## config.mk

```make
export PLATFORM = sky130hd
export DESIGN_NAME = cfr_feature_regs
export DESIGN_NICKNAME = d
export VERILOG_FILES = /design/src/pkg/cfr_pkg.sv /design/src/pkg/cfr_attr_if.sv /design/src/verilog/cfr_attr_store.sv /design/src/verilog/cfr_feature_regs.sv
export SDC_FILE = /design/constraint.sdc
export NUM_CORES = 1
export LEC_CHECK = 0
export BUFFER_PORTS_ARGS = -buffer_cell sky130_fd_sc_hd__buf_2
export CAP_MARGIN = 20
export CORE_UTILIZATION = 44
export CTS_CLUSTER_DIAMETER = 80
export CTS_CLUSTER_SIZE = 8
export DETAILED_ROUTE_END_ITERATION = 16
export PLACE_DENSITY = 0.9
export SETUP_SLACK_MARGIN = 0.5
export SYNTH_ARGS = -nofsm -noshare
export SYNTH_HDL_FRONTEND = slang
export SYNTH_HIERARCHICAL = 1
export SYNTH_SLANG_ARGS = --single-unit
```

## constraint.sdc

```tcl
create_clock -name clk_i -period 1.5 [get_ports clk_i]
set_input_delay 0.15 -clock clk_i [delete_from_list [all_inputs] [get_ports clk_i]]
set_output_delay 0.15 -clock clk_i [all_outputs]
set_load 0.05 [all_outputs]
```

## src/pkg/cfr_pkg.sv

```systemverilog
package cfr_pkg;
    // select codes of the feature words
    localparam int SEL_W = 3;
    localparam logic [2:0] SEL_WORD0 = 3'h0;
    localparam logic [2:0] SEL_WORD1 = 3'h1;
    localparam logic [2:0] SEL_WORD3 = 3'h3;

    // writable cache attribute fields
    localparam int ATTR_W = 3;
    localparam int ATTR_NUM = 3;
    localparam int ATTR_HIGH = 0;
    localparam int ATTR_USER = 1;
    localparam int ATTR_SEG0 = 2;
    localparam logic [2:0] ATTR_RESET = 3'h2;

    // word0 layout
    localparam int W0_NEXT_BIT = 31;
    localparam int W0_HIGH_LSB = 28;
    localparam int W0_USER_LSB = 25;
    localparam int W0_CUSTOM_BIT = 22;
    localparam int W0_SIMPLE_BE_BIT = 21;
    localparam int W0_MULDIV_BIT = 20;
    localparam int W0_DUAL_SRAM_BIT = 16;
    localparam int W0_BYTE_ORDER_BIT = 15;
    localparam int W0_ARCH_LSB = 13;
    localparam int W0_REL_LSB = 10;
    localparam int W0_MAP_LSB = 7;
    localparam int W0_SEG0_LSB = 0;
    localparam logic [31:0] W0_RSVD_MASK = 32'h018e_0078;
    localparam logic W0_NEXT_VAL = 1'h1;
    localparam logic W0_CUSTOM_VAL = 1'h0;
    localparam logic W0_SIMPLE_BE_VAL = 1'h1;
    localparam logic W0_MULDIV_VAL = 1'h0;
    localparam logic W0_DUAL_SRAM_VAL = 1'h1;
    localparam logic W0_BYTE_ORDER_VAL = 1'h0;
    localparam logic [1:0] W0_ARCH_VAL = 2'h0;
    localparam logic [2:0] W0_REL_VAL = 3'h1;
    localparam logic [2:0] W0_MAP_VAL = 3'h3;

    // word1 layout
    localparam int W1_NEXT_BIT = 31;
    localparam int W1_PERF_BIT = 4;
    localparam int W1_WATCH_BIT = 3;
    localparam int W1_COMPRESSED_BIT = 2;
    localparam int W1_DEBUG_BIT = 1;
    localparam int W1_FLOAT_BIT = 0;
    localparam logic W1_NEXT_VAL = 1'h1;
    localparam logic W1_PERF_VAL = 1'h1;
    localparam logic W1_WATCH_VAL = 1'h0;
    localparam logic W1_COMPRESSED_VAL = 1'h0;
    localparam logic W1_DEBUG_VAL = 1'h1;
    localparam logic W1_FLOAT_VAL = 1'h0;

    // word3 layout
    localparam int W3_RSVD_BIT = 31;
    localparam int W3_PRIO_LSB = 21;
    localparam int W3_CISA_REV_LSB = 18;
    localparam int W3_MCU_BIT = 17;
    localparam int W3_EXC_ISA_BIT = 16;
    localparam int W3_ISA_LSB = 14;
    localparam int W3_USER_LOCAL_REG_FLAG_BIT = 13;
    localparam int W3_RXI_BIT = 12;
    localparam int W3_FLOW_BIT = 8;
    localparam int W3_EXT_VECTOR_CTRL_FLAG_BIT = 6;
    localparam int W3_VECTORED_IRQ_FLAG_BIT = 5;
    localparam int W3_SPAGE_BIT = 4;
    localparam int W3_DEVICE_MAP_FLAG_BIT = 3;
    localparam int W3_TRACE_BIT = 0;
    localparam logic W3_RSVD_VAL = 1'h0;
    localparam logic [1:0] W3_PRIO_VAL = 2'h1;
    localparam logic [2:0] W3_CISA_REV_VAL = 3'h0;
    localparam logic W3_MCU_VAL = 1'h1;
    localparam logic W3_EXC_ISA_VAL = 1'h1;
    localparam logic [1:0] W3_ISA_VAL = 2'h1;
    localparam logic W3_USER_LOCAL_REG_FLAG_VAL = 1'h1;
    localparam logic W3_RXI_VAL = 1'h1;
    localparam logic W3_FLOW_VAL = 1'h0;
    localparam logic W3_EXT_VECTOR_CTRL_FLAG_VAL = 1'h1;
    localparam logic W3_VECTORED_IRQ_FLAG_VAL = 1'h1;
    localparam logic W3_SPAGE_VAL = 1'h0;
    localparam logic W3_DEVICE_MAP_FLAG_VAL = 1'h1;
    localparam logic W3_TRACE_VAL = 1'h0;
endpackage

```

## src/pkg/cfr_attr_if.sv

```systemverilog
`timescale 1ns/100ps
// carries cache attribute updates and current values between modules
interface cfr_attr_if;
    logic wr_en;
    logic [cfr_pkg::ATTR_NUM-1:0][cfr_pkg::ATTR_W-1:0] wr_val;
    logic [cfr_pkg::ATTR_NUM-1:0][cfr_pkg::ATTR_W-1:0] attr;

    modport ctrl (output wr_en, output wr_val, input attr);
    modport store (input wr_en, input wr_val, output attr);
endinterface

```

## src/verilog/cfr_attr_store.sv

```systemverilog
`timescale 1ns/100ps
// holds the three writable cacheability fields of word0
module cfr_attr_store (
    input wire logic clk_i,
    input wire logic rst_n_i,
    cfr_attr_if.store attr_if
);
    genvar gi;

    // one field register per attribute, all loaded together
    generate
        for (gi = 0; gi < cfr_pkg::ATTR_NUM; gi++) begin : g_attr
            logic [cfr_pkg::ATTR_W-1:0] attr_q;
            always_ff @(posedge clk_i or negedge rst_n_i) begin
                if (!rst_n_i) begin
                    attr_q <= cfr_pkg::ATTR_RESET;
                end else if (attr_if.wr_en) begin
                    attr_q <= attr_if.wr_val[gi];
                end
            end
            assign attr_if.attr[gi] = attr_q;
        end
    endgenerate
endmodule

```

## src/verilog/cfr_feature_regs.sv

```systemverilog
`timescale 1ns/100ps
// coprocessor feature words at selects 0, 1 and 3
module cfr_feature_regs (
    input wire logic clk_i,
    input wire logic nrst_i,
    input wire logic rd_i,
    input wire logic wr_i,
    input wire logic [2:0] sel_i,
    input wire logic [31:0] wdata_i,
    output logic [31:0] rdata_o,
    output logic rvalid_o,
    output logic wr_ack_o,
    output logic sel_err_o,
    output logic ro_touch_o,
    output logic rsvd_wr_o,
    output logic [2:0] high_seg_cache_attr_o,
    output logic [2:0] user_seg_cache_attr_o,
    output logic [2:0] seg0_cache_attr_o
);
    logic rst_meta_q;
    logic rst_n_q;
    logic [31:0] word0;
    logic [31:0] word1;
    logic [31:0] word3;
    logic [31:0] rd_word;
    logic wr_word0;
    logic [31:0] rdata_q;
    logic rvalid_q;
    logic wr_ack_q;
    logic sel_err_q;
    logic ro_touch_q;
    logic rsvd_wr_q;
    logic [2:0] high_q;
    logic [2:0] user_q;
    logic [2:0] seg0_q;

    // word0 bits that software may change: the three cache fields
    localparam logic [31:0] W0_ATTR_MASK =
        (32'h0000_0007 << cfr_pkg::W0_HIGH_LSB) |
        (32'h0000_0007 << cfr_pkg::W0_USER_LSB) |
        (32'h0000_0007 << cfr_pkg::W0_SEG0_LSB);

    cfr_attr_if attr_if ();

    // true when the select names one of the implemented words
    function automatic logic sel_mapped(input logic [2:0] sel);
        sel_mapped = (sel == cfr_pkg::SEL_WORD0) ||
                     (sel == cfr_pkg::SEL_WORD1) ||
                     (sel == cfr_pkg::SEL_WORD3);
    endfunction

    // true when the select names the word holding writable fields
    function automatic logic sel_is_word0(input logic [2:0] sel);
        sel_is_word0 = (sel == cfr_pkg::SEL_WORD0);
    endfunction

    // reset release through two flip-flops
    always_ff @(posedge clk_i or negedge nrst_i) begin
        if (!nrst_i) begin
            rst_meta_q <= 1'b0;
            rst_n_q <= 1'b0;
        end else begin
            rst_meta_q <= 1'b1;
            rst_n_q <= rst_meta_q;
        end
    end

    // attribute storage
    cfr_attr_store u_attr (
        .clk_i(clk_i),
        .rst_n_i(rst_n_q),
        .attr_if(attr_if)
    );

    // only a write to word0 loads the fields; other selects change nothing
    assign wr_word0 = wr_i && sel_is_word0(sel_i);
    assign attr_if.wr_en = wr_word0;
    assign attr_if.wr_val[cfr_pkg::ATTR_HIGH] =
        wdata_i[cfr_pkg::W0_HIGH_LSB +: cfr_pkg::ATTR_W];
    assign attr_if.wr_val[cfr_pkg::ATTR_USER] =
        wdata_i[cfr_pkg::W0_USER_LSB +: cfr_pkg::ATTR_W];
    assign attr_if.wr_val[cfr_pkg::ATTR_SEG0] =
        wdata_i[cfr_pkg::W0_SEG0_LSB +: cfr_pkg::ATTR_W];

    // word0: fixed features plus the stored cache fields
    always_comb begin
        word0 = 32'h0000_0000; // reserved bits stay zero
        word0[cfr_pkg::W0_NEXT_BIT] = cfr_pkg::W0_NEXT_VAL;
        word0[cfr_pkg::W0_HIGH_LSB +: cfr_pkg::ATTR_W] =
            attr_if.attr[cfr_pkg::ATTR_HIGH];
        word0[cfr_pkg::W0_USER_LSB +: cfr_pkg::ATTR_W] =
            attr_if.attr[cfr_pkg::ATTR_USER];
        word0[cfr_pkg::W0_CUSTOM_BIT] = cfr_pkg::W0_CUSTOM_VAL;
        word0[cfr_pkg::W0_SIMPLE_BE_BIT] = cfr_pkg::W0_SIMPLE_BE_VAL;
        word0[cfr_pkg::W0_MULDIV_BIT] = cfr_pkg::W0_MULDIV_VAL;
        word0[cfr_pkg::W0_DUAL_SRAM_BIT] = cfr_pkg::W0_DUAL_SRAM_VAL;
        word0[cfr_pkg::W0_BYTE_ORDER_BIT] = cfr_pkg::W0_BYTE_ORDER_VAL;
        word0[cfr_pkg::W0_ARCH_LSB +: 2] = cfr_pkg::W0_ARCH_VAL;
        word0[cfr_pkg::W0_REL_LSB +: 3] = cfr_pkg::W0_REL_VAL;
        word0[cfr_pkg::W0_MAP_LSB +: 3] = cfr_pkg::W0_MAP_VAL;
        word0[cfr_pkg::W0_SEG0_LSB +: cfr_pkg::ATTR_W] =
            attr_if.attr[cfr_pkg::ATTR_SEG0];
    end

    // word1: fixed feature presence bits, the rest zero
    always_comb begin
        word1 = 32'h0000_0000; // unimplemented bits 30-5
        word1[cfr_pkg::W1_NEXT_BIT] = cfr_pkg::W1_NEXT_VAL;
        word1[cfr_pkg::W1_PERF_BIT] = cfr_pkg::W1_PERF_VAL;
        word1[cfr_pkg::W1_DEBUG_BIT] = cfr_pkg::W1_DEBUG_VAL;
        word1[cfr_pkg::W1_WATCH_BIT] = cfr_pkg::W1_WATCH_VAL;
        word1[cfr_pkg::W1_COMPRESSED_BIT] = cfr_pkg::W1_COMPRESSED_VAL;
        word1[cfr_pkg::W1_FLOAT_BIT] = cfr_pkg::W1_FLOAT_VAL;
    end

    // word3: fixed extension and interrupt features, the rest zero
    always_comb begin
        word3 = 32'h0000_0000; // unimplemented bits
        word3[cfr_pkg::W3_RSVD_BIT] = cfr_pkg::W3_RSVD_VAL;
        word3[cfr_pkg::W3_PRIO_LSB +: 2] = cfr_pkg::W3_PRIO_VAL;
        word3[cfr_pkg::W3_CISA_REV_LSB +: 3] = cfr_pkg::W3_CISA_REV_VAL;
        word3[cfr_pkg::W3_ISA_LSB +: 2] = cfr_pkg::W3_ISA_VAL;
        word3[cfr_pkg::W3_EXC_ISA_BIT] = cfr_pkg::W3_EXC_ISA_VAL;
        word3[cfr_pkg::W3_MCU_BIT] = cfr_pkg::W3_MCU_VAL;
        word3[cfr_pkg::W3_USER_LOCAL_REG_FLAG_BIT] = cfr_pkg::W3_USER_LOCAL_REG_FLAG_VAL;
        word3[cfr_pkg::W3_RXI_BIT] = cfr_pkg::W3_RXI_VAL;
        word3[cfr_pkg::W3_EXT_VECTOR_CTRL_FLAG_BIT] = cfr_pkg::W3_EXT_VECTOR_CTRL_FLAG_VAL;
        word3[cfr_pkg::W3_VECTORED_IRQ_FLAG_BIT] = cfr_pkg::W3_VECTORED_IRQ_FLAG_VAL;
        word3[cfr_pkg::W3_DEVICE_MAP_FLAG_BIT] = cfr_pkg::W3_DEVICE_MAP_FLAG_VAL;
        word3[cfr_pkg::W3_SPAGE_BIT] = cfr_pkg::W3_SPAGE_VAL;
        word3[cfr_pkg::W3_FLOW_BIT] = cfr_pkg::W3_FLOW_VAL;
        word3[cfr_pkg::W3_TRACE_BIT] = cfr_pkg::W3_TRACE_VAL;
    end

    // read multiplexer; an unmapped select reads as zero
    always_comb begin
        unique case (sel_i)
            cfr_pkg::SEL_WORD0: rd_word = word0;
            cfr_pkg::SEL_WORD1: rd_word = word1;
            cfr_pkg::SEL_WORD3: rd_word = word3;
            default: rd_word = 32'h0000_0000;
        endcase
    end

    // read data and its valid strobe, one cycle after the request
    always_ff @(posedge clk_i or negedge rst_n_q) begin
        if (!rst_n_q) begin
            rdata_q <= 32'h0000_0000;
            rvalid_q <= 1'b0;
        end else begin
            rvalid_q <= rd_i;
            if (rd_i) begin
                rdata_q <= rd_word; // sees the value before a same-cycle write
            end
        end
    end

    // write acknowledge and unmapped select report
    always_ff @(posedge clk_i or negedge rst_n_q) begin
        if (!rst_n_q) begin
            wr_ack_q <= 1'b0;
            sel_err_q <= 1'b0;
        end else begin
            wr_ack_q <= wr_i;
            sel_err_q <= (rd_i || wr_i) && !sel_mapped(sel_i);
        end
    end

    // write that tried to alter a read-only bit; the bit keeps its value
    always_ff @(posedge clk_i or negedge rst_n_q) begin
        if (!rst_n_q) begin
            ro_touch_q <= 1'b0;
        end else if (!wr_i) begin
            ro_touch_q <= 1'b0;
        end else if (sel_is_word0(sel_i)) begin
            ro_touch_q <= ((wdata_i ^ word0) & ~cfr_pkg::W0_RSVD_MASK &
                ~W0_ATTR_MASK) != 32'h0000_0000;
        end else if (sel_i == cfr_pkg::SEL_WORD1) begin
            ro_touch_q <= wdata_i != word1;
        end else if (sel_i == cfr_pkg::SEL_WORD3) begin
            ro_touch_q <= wdata_i != word3;
        end else begin
            ro_touch_q <= 1'b0;
        end
    end

    // software broke the write-zero convention on word0 reserved bits
    always_ff @(posedge clk_i or negedge rst_n_q) begin
        if (!rst_n_q) begin
            rsvd_wr_q <= 1'b0;
        end else begin
            rsvd_wr_q <= wr_word0 &&
                ((wdata_i & cfr_pkg::W0_RSVD_MASK) != 32'h0000_0000);
        end
    end

    // registered copies of the cache fields for the memory system
    always_ff @(posedge clk_i or negedge rst_n_q) begin
        if (!rst_n_q) begin
            high_q <= cfr_pkg::ATTR_RESET;
            user_q <= cfr_pkg::ATTR_RESET;
            seg0_q <= cfr_pkg::ATTR_RESET;
        end else begin
            high_q <= attr_if.attr[cfr_pkg::ATTR_HIGH];
            user_q <= attr_if.attr[cfr_pkg::ATTR_USER];
            seg0_q <= attr_if.attr[cfr_pkg::ATTR_SEG0];
        end
    end

    // outputs straight from flip-flops
    assign rdata_o = rdata_q;
    assign rvalid_o = rvalid_q;
    assign wr_ack_o = wr_ack_q;
    assign sel_err_o = sel_err_q;
    assign ro_touch_o = ro_touch_q;
    assign rsvd_wr_o = rsvd_wr_q;
    assign high_seg_cache_attr_o = high_q;
    assign user_seg_cache_attr_o = user_q;
    assign seg0_cache_attr_o = seg0_q;
endmodule

```

==> Word-level counts from Yosys, hierarchy flattened <==
Index checks and enable logic that the tools add are counted.
{ "classes": {"eq_ne": 4, "muxes": 5, "bitwise_logic": 1, "reduce_logical": 10} }
{ "ops": {"columns": ["op", "count"], "rows": [
  ["32-bit one-hot mux with 3 select lines", 1],
  ["32-bit nonzero test", 2],
  ["32-bit by 22-bit inequality test with 1-bit output, second input constant", 1],
  ["32-bit inequality test, second input constant", 1],
  ["32-bit XOR", 1],
  ["1-bit 2-to-1 mux", 4],
  ["3-bit by 1-bit equality test with 1-bit output, second input constant", 1],
  ["3-bit by 2-bit equality test with 1-bit output, second input constant", 1],
  ["1-bit logical AND", 3],
  ["3-bit zero test", 1],
  ["1-bit logical OR", 3],
  ["1-bit zero test", 1]
]} }
{ "word_totals": {"regBits": 57, "output_inout_bits": 46, "word_cells": 34} }

==> Depth between registers and ports, before layout <==
{ "depth": {"word_depth": 5, "ltp_mapped": 5, "mapped_depth_nobuf": 5} }

==> Hierarchy <==
The synthesis kept the hierarchy.
{ "modules_own_cells": {"columns": ["mod", "instances", "cells_per_inst", "area_per_inst_um2"], "rows": [
  ["cfr_feature_regs", 1, 108, 1277.5],
  ["cfr_attr_store", 1, 19, 375.4]
]} }

==> Worst setup path before layout <==
OpenSTA, ideal clock, no wires.
{ "synth_timing": {"path_kind": "input to register", "startpoint": "input port wdata_i[14]", "endpoint": "register ro_touch_q (netlist: ro_touch_o)", "setup_ns": 0.127, "arrival_time_ns": 1.350, "path_slack_ns": 0.023, "stages": 5, "n_path_buf": 0, "cell_sequence": "or4b_4 nor3_2 nand4_1 a2111oi_2 o21ai_1"} }
{ "synth_via": {"elab_chain_len": 5, "elab_cells_between_ends": 8, "classes_between": "2 x eq/ne; 4 x mux; 1 x bitwise; 1 x reduce/logical"} }
{ "synth_rtl": {"columns": ["element", "line_no", "source"], "rows": [
  ["start, declared", "cfr_feature_regs.sv:9", "input wire logic [31:0] wdata_i,"],
  ["32-bit by 22-bit inequality test with 1-bit output", "cfr_feature_regs.sv:181", "ro_touch_q <= wdata_i != word3;"],
  ["1-bit 2-to-1 mux", "cfr_feature_regs.sv:180", "end else if (sel_i == cfr_pkg::SEL_WORD3) begin"],
  ["1-bit 2-to-1 mux", "cfr_feature_regs.sv:178", "end else if (sel_i == cfr_pkg::SEL_WORD1) begin"],
  ["1-bit 2-to-1 mux (*)", "cfr_feature_regs.sv:175", "end else if (sel_is_word0(sel_i)) begin"],
  ["1-bit 2-to-1 mux (*)", "cfr_feature_regs.sv:173", "end else if (!wr_i) begin"],
  ["end signal, assigned", "cfr_feature_regs.sv:176", "ro_touch_q <= ((wdata_i ^ word0) & ~cfr_pkg::W0_RSVD_MASK &"],
  ["end signal, assigned", "cfr_feature_regs.sv:179", "ro_touch_q <= wdata_i != word1;"],
  ["end signal, assigned", "cfr_feature_regs.sv:181", null],
  ["end, declared", "cfr_feature_regs.sv:31", "logic ro_touch_q;"]
]} }
Mark *: on every way between the ends. The rest lies on a longest branch, timed or not.
A chain may end at the register's enable or synchronous reset.

==> Worst setup path in the final report <==
Same ends and word-level chain as after synthesis.

==> impl_results.md <==
* Final setup fails at 0
* Leakage power total at around 0.0012 uW
* Number of nets still failing antenna checks after routing at 0
* Area enclosed by the die boundary at approximately 0.004 mm^2
* Number of levels the H-tree was split into at 2
* Crit Reg-Reg Startpoint: rdata_o[21]
* Data required time at the worst endpoint at around 1.7 ns
* Synthesized instance count at ~130
* Number of distinct standard cells referenced by the synthesized netlist at 32
* Min-Delay Path Depth at 1
* Cell area after synthesis at ~0.0017 mm^2
* Setup Skew at approximately 0.0032 ns
* Synth Area per Inst at around 13 um^2
* Relative area change from synthesis to final layout at 52.01%
* X dimension of the die at around 63 um
* Setup Slack @ Placement at -0.2183 ns
* Highest-count cells in the layout ignoring fill and taps: 38 x buf_2, 29 x dfrtp_1, 27 x buf_6
* Largest buffer count on any clock path at 2
* Fin area at roughly 0.0025 mm^2
* Worst Path Max Fanout at 2
* Class of the tightest hold or removal check: input pin to flop
* Placeable core area at 0.003468 mm^2
* Share of layout cells above drive strength 1 at slightly below 60%
* Detailed-route wire length at 4218 um
* Hold EP: wr_ack_o
* Element type at the critical path start: input pin
* Maximum vdd drop at around 0.63 mV
* Total clock buffers created by CTS at 5
* Status: completed
* Global-route wire length before repair at between 6000 and 7000 um
* Switching pwr at 1005 uW
* Switching fraction of total power at about a third
* # rows at 21
* Yosys synthesis warning count at 6
* Register bit total from synthesis at 39
* Final antenna diode count at 0
* Via count at around 1,300
* End of the worst register-to-register path: rdata_o[21]
* Fmax achieved at around 0.71 GHz
* Max_cap viols at 0
* Worst reg-to-reg setup slack at approximately 0.53 ns
* Worst-case reg-to-reg path depth at 3
* Post-layout nets at about 250
* Max Slew Vio Count at 0
* Element type at the critical path end: flop
* Clock tree from TritonCTS: done
* Most frequent standard cell in the layout excluding fill and tap cells: buf_2
* Total gr overflow at 0
* Vias per Instance at 5.119
* Min Tclk post-route at 1.408 ns
* Worst setup margin at slightly above 0.09 ns
* Clock transition time at the flip-flop clock pins of the worst setup and hold paths at 0.07 ns
* Sequential fraction of the synthesis area at about three fifths
* Setup repair after global routing missed its margin: true
* Final period utilization at a little over nine tenths
* DRC viols at 0
* Critical path class: input pin to flop
* Part of the total power dissipated in sequential elements at a little over two fifths
* Combinational share of power at 29.7%
* Number of antenna violations at the first check in global routing at 0
* Largest net degree at the start of global routing at 38
* Final Hold Violating Endpoints at 0
* PortBufs at 75
* I/O pin total at 85
* Height of the chip at 63.29 um
* CTS root buffer: clkbuf_8
* Sum of net half-perimeters after detailed placement at about 2700 um
* Total iterations of the first detailed-routing run at 4
* Number of DRC violations after detailed-routing iteration 0 at 92
* Min-Delay Startpoint: wr_i
* Effective utilization at floorplan at around 48%
* Routability congestion estimate at ~0.76
* Average wire per standard cell at ~16 um
* Relative contribution of the clock network to total power at between 20% and 30%
* Clock Latency Late Sink at 0.28 ns
* Total routing resource utilization after global routing at about 21%
* Sink Count at 39
* Power Dens Cells at 1246 mW/mm^2
* Number of global-route vias before repair at 1,282
* Internal power consumption at between 2000 and 2500 uW
* Worst EP arrival at between 1.5 and 2 ns
* Area after DPL at between 0.002 and 0.0025 mm^2
## registers in the layout (all words and copies together) (netlist names)
signal                 flops
rvalid_o                   1
wr_ack_o                   1
high_seg_cache_attr_o      3
sel_err_o                  1
seg0_cache_attr_o          3
user_seg_cache_attr_o      3
rst_meta_q                 1
rst_n_q                    1
u_attr/g_attr.attr_q       9
rdata_o                   14
ro_touch_o                 1
rsvd_wr_o                  1
## critical path, stage by stage
cell and delay, ns:
buf_2 0.11, or4b_4 0.52, nor3_2 0.16, nand4_1 0.18, a2111oi_4 0.36, o21ai_1 0.09
## logic make-up after synthesis
| family | Yosys count | synth area share, % |
|---|---|---|
| mux | 11 | 9.538 |
| compound gates | 17 | 8.553 |
| flops | 39 | 59.50 |
| other cells | 2 | 0.4544 |
| buf+inv | 24 | 9.993 |
| simple gates | 34 | 11.96 |
## cells in the mapped netlist
master,count,share of area (%)
a2111oi_2,1,0.91
nor3_2,1,0.61
clkbuf_1,2,0.45
or4b_4,1,0.83
a32o_1,1,0.61
o211ai_1,1,0.45
a22o_1,8,4.2
nor3_1,3,0.91
nand2_1,6,1.4
o21ai_0,1,0.30
conb_1,2,0.45
o22a_1,1,0.53
nor2_1,5,1.1
a21o_1,2,0.91
nor2b_1,2,0.76
o21ai_1,1,0.30
nor4b_1,1,0.53
nand3_1,3,0.91
and2_1,2,0.76
buf_4,18,8.2
dfstp_2,6,9.5
dfrtp_1,33,50
mux2_4,9,8.2
a21oi_1,1,0.30
nor4bb_1,1,0.61
buf_6,1,0.68
inv_1,3,0.68
nand4_1,2,0.76
nand3b_1,1,0.45
nor4_1,5,1.9
mux2_2,2,1.4
or4_1,1,0.45
## power groups by stage
| stage | sequential, uW | combinational [uW] | clock, uW |
|---|---|---|---|
| detailed placement | 1320 | 750 | 0 |
| global placement | 1300 | 741 | 0 |
| finish | 1330 | 930 | 869 |
| floorplan | 1620 | 275 | 0 |
| global route | 1350 | 965 | 937 |
| CTS | 1320 | 873 | 884 |
## metal layers
layer	routed length [um]	up-vias	global-route usage [%]
li1	-	597	-
met5	0	-	0
met3	238	6	4.167
met4	63	0	7.670
met1	1579	661	24.52
met2	2336	67	36.83
## timing repair
action,4_1_cts,5_1_grt
hold buffers,1,0
gates resized for setup,68,20
pin swaps,0,1
endpoints found under the hold margin,2,0
setup buffers,5,6
setup endpoints to repair,44,42
## metrics by stage
stage / util, % / cells / setup TNS (ns) / power [uW] / hold WS (ns)
final: 72.44 / 260 / 0 / 3132 / 0.03367
after global routing: 72.44 / 260 / 0 / 3254 / 0.03301
after CTS: 68.80 / 254 / 0 / 3075 / 0.01659
after detailed placement: 58.12 / 240 / -0.2183 / 2067 / -0.06334
after global placement: 58.12 / 240 / -0.08410 / 2046 / -0.06578
after floorplan: - / 135 / 0 / 1892 / -0.1456
## worst max-delay path by stage
stage / depth (start not counted) / to / slack (ns) / startpoint
3_5_place_dp: 6 / ro_touch_o / -0.22 / wdata_i[14]
2_1_floorplan: 5 / ro_touch_o / 0.08 / wdata_i[14]
3_3_place_gp: 6 / ro_touch_o / -0.08 / wdata_i[14]
4_1_cts: 6 / ro_touch_o / 0.09 / wdata_i[14]
5_1_grt: 6 / ro_touch_o / 0.03 / wdata_i[14]
6_report: 6 / ro_touch_o / 0.09 / wdata_i[14]
## layout make-up
class / count / area, um^2
Clock inverter: 2 / 35.03
Clock buffer: 6 / 82.58
Inverter: 3 / 13.76
Fill cell: 234 / 955.9
Multi-Input combinational cell: 72 / 560.5
Tap cell: 46 / 57.56
Sequential cell: 39 / 988.4
Timing Repair Buffer: 92 / 774.5
No activity file was read; power rests on OpenSTA's default activity.
